## config.mk

```make
export PLATFORM = sky130hd
export DESIGN_NAME = pfsw_ctrl
export DESIGN_NICKNAME = d
export VERILOG_FILES = /design/src/hdl/pfsw_pkg.sv /design/src/hdl/pfsw_ctrl.sv
export SDC_FILE = /design/constraint.sdc
export NUM_CORES = 1
export LEC_CHECK = 0
export BUFFER_PORTS_ARGS = -buffer_cell sky130_fd_sc_hd__buf_2
export CORE_MARGIN = 5
export CORE_UTILIZATION = 29
export CTS_CLUSTER_DIAMETER = 200
export DETAILED_ROUTE_END_ITERATION = 16
export PLACE_DENSITY_LB_ADDON = 0.12
export SYNTH_ARGS = -nofsm -noshare
export SYNTH_HDL_FRONTEND = slang
export SYNTH_SLANG_ARGS = --single-unit
```

## constraint.sdc

```tcl
create_clock -name CLK_I -period 6.4 [get_ports CLK_I]
set_input_delay 0.32 -clock CLK_I [delete_from_list [all_inputs] [get_ports CLK_I]]
set_output_delay 0.32 -clock CLK_I [all_outputs]
set_load 0.1 [all_outputs]
```

## src/hdl/pfsw_pkg.sv

```systemverilog
package pfsw_pkg;
    // ****************************************************************
    // register offsets (byte addresses on apb)
    // ****************************************************************
    localparam logic [7:0] ADDR_ACCESS_CTRL = 8'h00;
    localparam logic [7:0] ADDR_UNLOCK_KEY = 8'h04;
    localparam logic [7:0] ADDR_DATA_LOW = 8'h08;
    localparam logic [7:0] ADDR_DATA_HIGH = 8'h0C;
    localparam logic [7:0] ADDR_ADDRESS_LOW = 8'h10;
    localparam logic [7:0] ADDR_ADDRESS_HIGH = 8'h14;
    localparam logic [7:0] ADDR_PROTECT = 8'h18;
    // ****************************************************************
    // control register field positions
    // ****************************************************************
    localparam int BIT_READ_STROBE = 0;
    localparam int BIT_WRITE_STROBE = 1;
    localparam int BIT_WRITE_PERMIT = 2;
    localparam int BIT_WRITE_ABORT = 3;
    localparam int BIT_ROW_ERASE = 4;
    localparam int BIT_LATCH_LOAD_ONLY = 5;
    localparam int BIT_CONFIG_SPACE = 6;
    localparam int BIT_PROGRAM_SPACE = 7;
    // ****************************************************************
    // values and timing
    // ****************************************************************
    localparam logic [7:0] KEY_FIRST = 8'h55;
    localparam logic [7:0] KEY_SECOND = 8'hAA;
    localparam logic [13:0] LATCH_ERASED = 14'h3FFF;
    localparam logic [1:0] PROTECT_RESET = 2'h3;
    localparam int ROW_WORDS = 32;
    localparam int SETUP_CYCLES = 2;
    localparam int CLK_MHZ = 250;
    localparam int STALL_TIME_MS = 2;
    localparam int STALL_CYCLES = STALL_TIME_MS * CLK_MHZ * 1000;
    localparam int READ_DELAY = 2;
endpackage

```

## src/hdl/pfsw_ctrl.sv

```systemverilog
// Decided for this implementation: the register addresses and register access over APB.
`timescale 1ns/10ps
// ********************************************************************
// program flash self write controller
// ********************************************************************
// Overview of operation
// program memory is rows of 32 words aligned on low five bits zero
// erase or program inside a write-protected segment is refused
// pending data sits in 14-bit latches filled only via data regs
// processor loads address, clears config select, sets program select
// array read uses second cycle after read strobe, slot forced nop
// fetched word appears in data pair next cycle and is held
// software places two nops after setting the read strobe
// reads are allowed whatever the code-protect bit says
// erase setup: row address, program select, erase select, permit
// erase or commit needs key 55h then AAh then write strobe
// row erase select clears when a row erase finishes
// erase takes two setup cycles then stalls processor about 2 ms
// processor resumes at third instruction after the strobe
// programming never erases first
// one latch block per commit, aligned, never spanning blocks
// after a commit every latch returns to 3FFF
// latch load only set: strobe loads one latch, no stall
// latch load only clear: load last latch then program whole block
// commit takes two setup cycles then stalls about 2 ms
// processor fills latches with address, data, unlock, strobe
// software keeps interrupts out of the unlock sequence
// strobes are set-only by software, cleared by hardware
// write strobe cannot be set unless write permit is set
// write abort flag set when reset interrupts an operation
// config space select steers access to id and config region
// reset clears control bits and fills latches with 3FFF; the write abort bit instead loads the busy level caught before reset
module pfsw_ctrl #(
    parameter int STALL_CYCLES = pfsw_pkg::STALL_CYCLES,
    parameter int ADDR_WIDTH = 15
) (
    input wire logic CLK_I,
    input wire logic SYS_RST_I,
    input wire logic PSEL_I,
    input wire logic PENABLE_I,
    input wire logic PWRITE_I,
    input wire logic [7:0] PADDR_I,
    input wire logic [31:0] PWDATA_I,
    output logic [31:0] PRDATA_O,
    output logic PREADY_O,
    output logic PSLVERR_O,
    input wire logic CODE_PROTECT_I,
    input wire logic INSTR_DONE_I,
    output logic CPU_STALL_O,
    output logic FORCE_NOP_O,
    output logic [ADDR_WIDTH-1:0] ARRAY_ADDR_O,
    output logic [13:0] ARRAY_WDATA_O,
    input wire logic [13:0] ARRAY_RDATA_I,
    output logic ARRAY_READ_O,
    output logic ARRAY_ERASE_O,
    output logic ARRAY_PROGRAM_O,
    output logic ARRAY_CONFIG_O
);
    initial begin
        if (ADDR_WIDTH < 6 || ADDR_WIDTH > 15 ||
            STALL_CYCLES < pfsw_pkg::ROW_WORDS ||
            STALL_CYCLES >= (1 << 23)) begin
            $error("pfsw_ctrl: unsupported parameter values");
        end
    end

    typedef enum logic [4:0] {
        ST_IDLE = 5'b00001,
        ST_READ = 5'b00010,
        ST_SETUP = 5'b00100,
        ST_STALL = 5'b01000,
        ST_RESUME = 5'b10000
    } pfsw_state_t;

    // ****************************************************************
    // registers
    // ****************************************************************
    pfsw_state_t state;
    logic [7:0] ctrl;
    logic [7:0] data_low;
    logic [5:0] data_high;
    logic [7:0] addr_low;
    logic [6:0] addr_high;
    logic [1:0] protect;
    logic [1:0] key_stage;
    logic [22:0] count;
    logic erase_op;
    // two-state so a power-up reset reads as no abort
    bit busy_at_reset;
    logic [13:0] latch [0:31];
    logic [4:0] block_idx;

    // ****************************************************************
    // decode
    // ****************************************************************
    wire acc = PSEL_I && PENABLE_I;
    wire wr = acc && PWRITE_I;
    wire wr_ctrl = wr && (PADDR_I == pfsw_pkg::ADDR_ACCESS_CTRL);
    wire wr_key = wr && (PADDR_I == pfsw_pkg::ADDR_UNLOCK_KEY);
    wire wr_dl = wr && (PADDR_I == pfsw_pkg::ADDR_DATA_LOW);
    wire wr_dh = wr && (PADDR_I == pfsw_pkg::ADDR_DATA_HIGH);
    wire wr_al = wr && (PADDR_I == pfsw_pkg::ADDR_ADDRESS_LOW);
    wire wr_ah = wr && (PADDR_I == pfsw_pkg::ADDR_ADDRESS_HIGH);
    wire wr_pr = wr && (PADDR_I == pfsw_pkg::ADDR_PROTECT);
    wire mapped = (PADDR_I == pfsw_pkg::ADDR_ACCESS_CTRL) ||
        (PADDR_I == pfsw_pkg::ADDR_UNLOCK_KEY) ||
        (PADDR_I == pfsw_pkg::ADDR_DATA_LOW) ||
        (PADDR_I == pfsw_pkg::ADDR_DATA_HIGH) ||
        (PADDR_I == pfsw_pkg::ADDR_ADDRESS_LOW) ||
        (PADDR_I == pfsw_pkg::ADDR_ADDRESS_HIGH) ||
        (PADDR_I == pfsw_pkg::ADDR_PROTECT);
    wire idle = (state == pfsw_state_t'(ST_IDLE));
    wire [14:0] full_addr = {addr_high, addr_low};
    wire [ADDR_WIDTH-1:0] cur_addr = full_addr[ADDR_WIDTH-1:0];
    wire prog_sel = ctrl[pfsw_pkg::BIT_PROGRAM_SPACE];
    wire cfg_sel = ctrl[pfsw_pkg::BIT_CONFIG_SPACE];
    wire permit = ctrl[pfsw_pkg::BIT_WRITE_PERMIT];
    wire llo = ctrl[pfsw_pkg::BIT_LATCH_LOAD_ONLY];
    wire erase_sel = ctrl[pfsw_pkg::BIT_ROW_ERASE];
    // protect 3: none, 2: lower quarter, 1: lower half, 0: all
    function automatic logic is_protected(input logic [1:0] p,
                                          input logic [14:0] a);
        logic [1:0] top;
        top = a[ADDR_WIDTH-1 -: 2];
        case (p)
            2'h3: is_protected = 1'b0;
            2'h2: is_protected = (top == 2'h0);
            2'h1: is_protected = !top[1];
            default: is_protected = 1'b1;
        endcase
    endfunction
    wire prot_hit = is_protected(protect, full_addr) && !cfg_sel;
    // read strobe only acts while idle
    wire rd_start = wr_ctrl && PWDATA_I[pfsw_pkg::BIT_READ_STROBE] &&
        idle && prog_sel;
    // write strobe honoured only with permit, armed key and idle
    wire wr_start = wr_ctrl && PWDATA_I[pfsw_pkg::BIT_WRITE_STROBE] &&
        permit && idle && (key_stage == 2'd2) && prog_sel;
    wire wr_allowed = wr_start && !prot_hit;
    wire do_load = wr_allowed && !erase_sel;
    wire do_commit = wr_allowed && !erase_sel && !llo;
    wire do_erase = wr_allowed && erase_sel;
    wire [4:0] slot = addr_low[4:0];
    wire [ADDR_WIDTH-1:0] row_base = {cur_addr[ADDR_WIDTH-1:5], 5'h00};
    wire stall_end = (state == pfsw_state_t'(ST_STALL)) &&
        (count == 23'(STALL_CYCLES - 1));
    wire [7:0] ctrl_rd = ctrl;
    wire [31:0] next_rdata =
        (PADDR_I == pfsw_pkg::ADDR_ACCESS_CTRL) ? {24'h0000_00, ctrl_rd} :
        (PADDR_I == pfsw_pkg::ADDR_DATA_LOW) ? {24'h0000_00, data_low} :
        (PADDR_I == pfsw_pkg::ADDR_DATA_HIGH) ? {26'h000_0000, data_high} :
        (PADDR_I == pfsw_pkg::ADDR_ADDRESS_LOW) ? {24'h0000_00, addr_low} :
        (PADDR_I == pfsw_pkg::ADDR_ADDRESS_HIGH) ? {25'h000_0000, addr_high} :
        (PADDR_I == pfsw_pkg::ADDR_PROTECT) ? {30'h0000_0000, protect} :
        32'h0000_0000;

    // ****************************************************************
    // apb answer: zero wait states, error on unmapped
    // ****************************************************************
    always_ff @(posedge CLK_I) begin
        if (SYS_RST_I) begin
            PRDATA_O <= 32'h0000_0000;
            PREADY_O <= 1'b0;
            PSLVERR_O <= 1'b0;
        end else begin
            PREADY_O <= PSEL_I && !PENABLE_I;
            PSLVERR_O <= PSEL_I && !PENABLE_I && !mapped;
            PRDATA_O <= (PSEL_I && !PENABLE_I && !PWRITE_I) ?
                next_rdata : 32'h0000_0000;
        end
    end
    // access phase committed when pready sampled high
    wire take = acc && PREADY_O;

    // ****************************************************************
    // unlock key tracking
    // ****************************************************************
    always_ff @(posedge CLK_I) begin
        if (SYS_RST_I) begin
            key_stage <= 2'd0;
        end else if (take && wr_key) begin
            if (PWDATA_I[7:0] == pfsw_pkg::KEY_FIRST) begin
                key_stage <= 2'd1;
            end else if (PWDATA_I[7:0] == pfsw_pkg::KEY_SECOND &&
                         key_stage == 2'd1) begin
                key_stage <= 2'd2;
            end else begin
                key_stage <= 2'd0;
            end
        end else if (take) begin
            key_stage <= 2'd0;
        end
    end

    // ****************************************************************
    // control register
    // ****************************************************************
    wire [7:0] ctrl_sw = {PWDATA_I[7:4] & 4'hF, ctrl[3], PWDATA_I[2],
        ctrl[1:0]};
    always_ff @(posedge CLK_I) begin
        if (SYS_RST_I) begin
            ctrl <= {4'h0, busy_at_reset, 3'h0};
        end else begin
            if (take && wr_ctrl) begin
                ctrl[7:2] <= ctrl_sw[7:2];
                if (PWDATA_I[pfsw_pkg::BIT_WRITE_ABORT] == 1'b0) begin
                    ctrl[pfsw_pkg::BIT_WRITE_ABORT] <= 1'b0;
                end
                if (!idle) begin
                    ctrl[pfsw_pkg::BIT_ROW_ERASE] <= erase_sel;
                end
            end
            if (take && rd_start) begin
                ctrl[pfsw_pkg::BIT_READ_STROBE] <= 1'b1;
            end
            if (take && wr_allowed && (do_erase || do_commit)) begin
                ctrl[pfsw_pkg::BIT_WRITE_STROBE] <= 1'b1;
            end
            if (state == pfsw_state_t'(ST_READ) && count == 23'd1) begin
                ctrl[pfsw_pkg::BIT_READ_STROBE] <= 1'b0;
            end
            if (stall_end) begin
                ctrl[pfsw_pkg::BIT_WRITE_STROBE] <= 1'b0;
                if (erase_op) begin
                    ctrl[pfsw_pkg::BIT_ROW_ERASE] <= 1'b0;
                end
            end
        end
    end

    // busy level caught outside reset for the abort flag
    always_ff @(posedge CLK_I) begin
        busy_at_reset <= SYS_RST_I ? busy_at_reset :
            (state == pfsw_state_t'(ST_STALL) ||
             state == pfsw_state_t'(ST_SETUP));
    end

    // ****************************************************************
    // address, data, protection registers
    // ****************************************************************
    always_ff @(posedge CLK_I) begin
        if (SYS_RST_I) begin
            addr_low <= 8'h00;
            addr_high <= 7'h00;
            data_low <= 8'h00;
            data_high <= 6'h00;
            protect <= pfsw_pkg::PROTECT_RESET;
        end else begin
            if (take && wr_al) begin
                addr_low <= PWDATA_I[7:0];
            end
            if (take && wr_ah) begin
                addr_high <= PWDATA_I[6:0];
            end
            if (take && wr_pr) begin
                protect <= PWDATA_I[1:0];
            end
            if (state == pfsw_state_t'(ST_READ) && count == 23'd1) begin
                data_low <= ARRAY_RDATA_I[7:0];
                data_high <= ARRAY_RDATA_I[13:8];
            end else begin
                if (take && wr_dl) begin
                    data_low <= PWDATA_I[7:0];
                end
                if (take && wr_dh) begin
                    data_high <= PWDATA_I[5:0];
                end
            end
        end
    end

    // ****************************************************************
    // write latches
    // ****************************************************************
    always_ff @(posedge CLK_I) begin
        if (SYS_RST_I || stall_end && !erase_op) begin
            for (int i = 0; i < pfsw_pkg::ROW_WORDS; i++) begin
                latch[i] <= pfsw_pkg::LATCH_ERASED;
            end
        end else if (take && do_load) begin
            latch[slot] <= {data_high, data_low};
        end
    end

    // ****************************************************************
    // sequencer
    // ****************************************************************
    always_ff @(posedge CLK_I) begin
        if (SYS_RST_I) begin
            state <= ST_IDLE;
            count <= 23'd0;
            erase_op <= 1'b0;
            block_idx <= 5'd0;
            CPU_STALL_O <= 1'b0;
            FORCE_NOP_O <= 1'b0;
            ARRAY_ADDR_O <= '0;
            ARRAY_WDATA_O <= 14'h0000;
            ARRAY_READ_O <= 1'b0;
            ARRAY_ERASE_O <= 1'b0;
            ARRAY_PROGRAM_O <= 1'b0;
            ARRAY_CONFIG_O <= 1'b0;
        end else begin
            ARRAY_READ_O <= 1'b0;
            ARRAY_ERASE_O <= 1'b0;
            ARRAY_PROGRAM_O <= 1'b0;
            FORCE_NOP_O <= 1'b0;
            case (state)
                ST_IDLE: begin
                    count <= 23'd0;
                    if (take && rd_start) begin
                        state <= ST_READ;
                        ARRAY_ADDR_O <= cur_addr;
                        ARRAY_CONFIG_O <= cfg_sel;
                    end else if (take && (do_erase || do_commit)) begin
                        state <= ST_SETUP;
                        erase_op <= do_erase;
                        ARRAY_ADDR_O <= row_base;
                        ARRAY_CONFIG_O <= cfg_sel;
                    end
                end
                ST_READ: begin
                    // data pair loads once, then later writes stick
                    if (count != 23'd0) begin
                        state <= ST_IDLE;
                    end else if (INSTR_DONE_I) begin
                        count <= 23'd1;
                        ARRAY_READ_O <= 1'b1;
                        FORCE_NOP_O <= 1'b1;
                    end
                end
                ST_SETUP: begin
                    if (INSTR_DONE_I) begin
                        count <= count + 23'd1;
                        if (count == 23'(pfsw_pkg::SETUP_CYCLES - 1)) begin
                            state <= ST_STALL;
                            count <= 23'd0;
                            CPU_STALL_O <= 1'b1;
                            ARRAY_ERASE_O <= erase_op;
                            block_idx <= 5'd0;
                        end
                    end
                end
                ST_STALL: begin
                    count <= count + 23'd1;
                    if (!erase_op && count < 23'(pfsw_pkg::ROW_WORDS)) begin
                        ARRAY_PROGRAM_O <= 1'b1;
                        ARRAY_ADDR_O <= row_base | ADDR_WIDTH'(block_idx);
                        ARRAY_WDATA_O <= latch[block_idx];
                        block_idx <= block_idx + 5'd1;
                    end
                    if (stall_end) begin
                        state <= ST_RESUME;
                        CPU_STALL_O <= 1'b0;
                    end
                end
                ST_RESUME: begin
                    state <= ST_IDLE;
                end
                default: begin
                    state <= ST_IDLE;
                end
            endcase
        end
    end

    // ****************************************************************
    // checks
    // ****************************************************************
    AST_STROBE_NEEDS_PERMIT: assert property (@(posedge CLK_I)
        disable iff (SYS_RST_I) $rose(ctrl[pfsw_pkg::BIT_WRITE_STROBE])
        |-> $past(permit))
        else $error("write strobe set without permit");
    AST_KEY_REQUIRED: assert property (@(posedge CLK_I)
        disable iff (SYS_RST_I) (idle ##1 state == ST_SETUP)
        |-> $past(key_stage) == 2'd2)
        else $error("operation started without unlock key");
    AST_STALL_AFTER_SETUP: assert property (@(posedge CLK_I)
        disable iff (SYS_RST_I) $rose(CPU_STALL_O)
        |-> $past(state) == ST_SETUP)
        else $error("stall did not follow setup");
    AST_ERASE_CLEARS: assert property (@(posedge CLK_I)
        disable iff (SYS_RST_I) (stall_end && erase_op)
        |=> !ctrl[pfsw_pkg::BIT_ROW_ERASE])
        else $error("row erase bit not cleared");
    AST_NO_STALL_ON_LOAD: assert property (@(posedge CLK_I)
        disable iff (SYS_RST_I) (take && do_load && llo)
        |=> state == ST_IDLE)
        else $error("latch load left idle");
    AST_PROTECT: assert property (@(posedge CLK_I)
        disable iff (SYS_RST_I) (take && wr_start && prot_hit)
        |=> idle)
        else $error("protected address accepted");
    AST_READ_SLOT: assert property (@(posedge CLK_I)
        disable iff (SYS_RST_I) ARRAY_READ_O |-> FORCE_NOP_O)
        else $error("read slot not forced nop");
    AST_LATCH_RESET: assert property (@(posedge CLK_I)
        disable iff (SYS_RST_I) (stall_end && !erase_op)
        |=> latch[0] == pfsw_pkg::LATCH_ERASED)
        else $error("latches not reset after commit");
    COV_READ: cover property (@(posedge CLK_I) ARRAY_READ_O);
    COV_READ_LOCKED: cover property (@(posedge CLK_I)
        ARRAY_READ_O && CODE_PROTECT_I);
    COV_ERASE: cover property (@(posedge CLK_I) ARRAY_ERASE_O);
    COV_COMMIT: cover property (@(posedge CLK_I) ARRAY_PROGRAM_O);
endmodule

```

==> metrics.md <==
| Metric | Value |
|---|---|
| Input/output buffers | `80` |
| Leakage | `9.478 nW` |
| Hold Path Stages | `3` |
| Synth Register Bits | `568` |
| Crit path from | `state[1]` |
| Syn Area/Cell | `12.20 um^2` |
| Power share of the sequential group | `50.8%` |
| Number of synthesized flops with an enable pin | `450` |
| Mapped Cells | `2116` |
| Worst setup endpoint | `latch[4][11]` |
| HPWL after DPL | `52790 um` |
| Initial drt markers | `1703` |
| Clk buf depth | `3` |
| Post-Route WL | `87470 um` |
| Largest net degree at the start of global routing | `99` |
| Largest family of logic cells by synthesized area | `simple AND/OR/NAND/NOR gates` |
| CTS root buffer | `clkbuf_16` |
| Synth Area in Compound Gates | `6.905%` |
| Setup CP Type | `flip-flop to flip-flop` |
| Via/cell ratio | `5.236` |
| Net Sw Frac | `22.09%` |
| Ant. Diodes | `0` |
| Startpoint Class | `flip-flop` |
| Routed Antenna Nets | `0` |
| Die height | `308.4 um` |
| Cts hold-fix bufs | `4` |
| Post-synth ARST share | `0%` |
| Routability cong. | `0.7806` |
| Drc violations | `0` |
| Worst slew pin tran | `1.039 ns` |
| Slew Limit Fails | `0` |
| Cell taking the most area after synthesis | `edfxtp_1` |
| Nets@finish | `2240` |
| Worst Path Arrival | `4.08 ns` |
| Area share of fa/ha/maj cells after synthesis | `0.1938%` |
| Initial antenna violation count | `4` |
| Most numerous cell in the Yosys netlist | `nand2_1` |
| Peak Freq | `0.2658 GHz` |
| Post-Synth XOR/XNOR Area | `0.06784%` |
| Post-CTS Setup Bufs | `0` |
| Gr ovfl total | `0` |
| Core area | `88370 um^2` |
| Post-Syn Area | `25820 um^2` |
| Top Ports | `130` |
| Share of cells above drive strength 1 | `16.94%` |
| Critical path capture point type | `flip-flop` |
| Final TNS setup | `0 ns` |
| DR WL/cell | `25.84 um` |
| Initial Util | `29.22%` |
| Pwr dens | `276.4 nW/um^2` |
| RSZ-0062 raised after global routing | `no` |
| Clock slew at reported path FFs | `0.06 ns` |
| Final Skew | `0.02436 ns` |
| GRT Total Usage | `18.03%` |
| Worst Path Max Fanout | `97` |
| Pre-Repair DR Iteration Count | `5` |
| H-tree depth | `3` |
| Reg2Reg Depth | `6` |
| DR vias | `17720` |
| Die Span X | `308.4 um` |
| Die area | `95100 um^2` |
| Post-Layout Cell Count | `3385` |
| Multiplexer area fraction after synthesis | `11.52%` |
| Skew-Pair Late Insertion Delay | `0.61 ns` |
| Seq/Total Area, Yosys | `61.48%` |
| Crit path time final | `3.762 ns` |
| Switching power | `0.001803 W` |
| Vias in the first global route | `17640` |
| Synth top area share | `52.34%` |
| Synth cell count leaders | `nand2_1, edfxtp_1, dfxtp_1, nor2_1, mux4_2` |
| Post-synthesis simple-gate area fraction | `15.91%` |
| Hold Violations, Final | `0` |
| Placed Cells | `3266` |
| Cts repair resizes | `0` |
| First-pass GRT wire length | `125900 um` |
| Required time worst endpoint | `6.72 ns` |
| Min-Delay Path Class | `input port to flip-flop` |
| Synth warn | `0` |
| Final period util | `58.79%` |
| Floorplan row count | `109` |
| Reg2Reg Setup Slack | `2.64 ns` |
| Synthesis-to-finish area growth | `14.36%` |
| Synth Flop Type | `edfxtp_1` |
| Worst r2r src | `state[1]` |
| CTS Sinks | `568` |
| Internal power | `0.006359 W` |
| TritonCTS Buffers | `68` |
| Status | `completed` |
| Largest cells by area after synthesis | `edfxtp_1, mux4_2, dfxtp_1` |
| Peak supply drop | `0.0001711 V` |
| CTS tree | `yes` |
| Final-report setup violation count | `0` |
| Comb power frac | `3.7%` |
| Post-route cell area | `29530 um^2` |
| Synth cell types | `74` |
| Post-DP Area | `27410 um^2` |
| R2R Path End | `latch[4][11]` |
| Slew headroom | `30.70%` |
| Clock Power Share | `45.5%` |
| Max-cap viol count | `0` |
-- per-layer routing --
layer / track usage [%] / routed length, um / vias to the layer above
li1: - / - / 7919
met3: 3.426 / 5822 / 121
met4: 4.667 / 2278 / 0
met2: 28.53 / 40780 / 617
met1: 25.66 / 38590 / 9066
met5: 0 / 0 / -
-- layout make-up --
class / instances / area, um^2
repair buffers: 151 / 993.5
clock buffers: 88 / 1818
clock inverters: 27 / 257.7
inverters: 14 / 52.55
fillers: 8847 / 58850
multi-input cells: 1372 / 9064
well taps: 1165 / 1458
flip-flops and latches: 568 / 15880
-- power by group through the flow --
stage / registers, W / logic (W) / clock network (W)
floorplan: 0.00422 / 0.000200 / 0
global placement: 0.00422 / 0.000307 / 0
detailed placement: 0.00423 / 0.000306 / 0
CTS: 0.00415 / 0.000308 / 0.00382
global route: 0.00416 / 0.000320 / 0.00397
finish: 0.00415 / 0.000303 / 0.00371
-- critical path, cell delays in order, from the launching register on --
cell and delay (ns):
dfxtp_1 0.38, nor4b_1 0.47, nand3b_1 0.22, nor4b_2 0.68
nor3b_4 0.93, buf_12 0.54, nand2_1 0.12
-- how the worst min path moves through the flow --
stage	from	endpoint	slack [ns]
2_1_floorplan	key_stage[1]	key_stage[1]	0.44
3_3_place_gp	ARRAY_ADDR_O[11]	ARRAY_ADDR_O[11]	0.45
3_5_place_dp	ARRAY_ADDR_O[7]	ARRAY_ADDR_O[7]	0.45
4_1_cts	ARRAY_RDATA_I[6]	data_low[6]	0.0006
5_1_grt	ARRAY_RDATA_I[1]	data_low[1]	0.02
6_report	ARRAY_RDATA_I[6]	data_low[6]	0.03
-- flip-flops by register name (all words and copies together) (netlist names), 2 cells and up --
| register | cells |
|---|---|
| latch | 448 |
| count | 23 |
| ARRAY_ADDR_O | 15 |
| ARRAY_WDATA_O | 14 |
| PRDATA_O | 8 |
| addr_low | 8 |
| ctrl | 8 |
| data_low | 8 |
| addr_high | 7 |
| data_high | 6 |
| block_idx | 5 |
| state | 5 |
| key_stage | 2 |
| protect | 2 |
-- through the flow --
stage	util [%]	power [W]	hold slack, ns	setup slack (ns)
after floorplan	-	0.004420	0.4364	2.640
after detailed placement	31.02	0.004533	0.4493	2.426
final	33.41	0.008162	0.03404	2.638
after CTS	33.41	0.008274	0.0006417	2.641
after global routing	33.41	0.008445	0.02096	2.335
after global placement	31.02	0.004524	0.4455	2.469
-- placed cells by master, fill, tap and decap left out, drive strengths merged, types with 21 or more instances in the layout --
cell,n
o22ai,29
a21oi,43
mux2i,44
dfxtp,118
conb,24
a211oi,42
nor2,113
clkinv,21
o21ai,63
nand3,47
nand2,546
nor3,89
mux4,112
edfxtp,450
buf,147
clkbuf,88
-- cells by family (layout without fill, tap and decap cells) --
kind of cell	count (synthesis)	after routing
flops	568	568
fa+ha+maj	4	4
other cells	1	24
mux	157	157
simple gates	927	927
xor+xnor	2	2
compound gates	258	258
buf+inv	199	280
No activity file was read; power rests on OpenSTA's default activity.
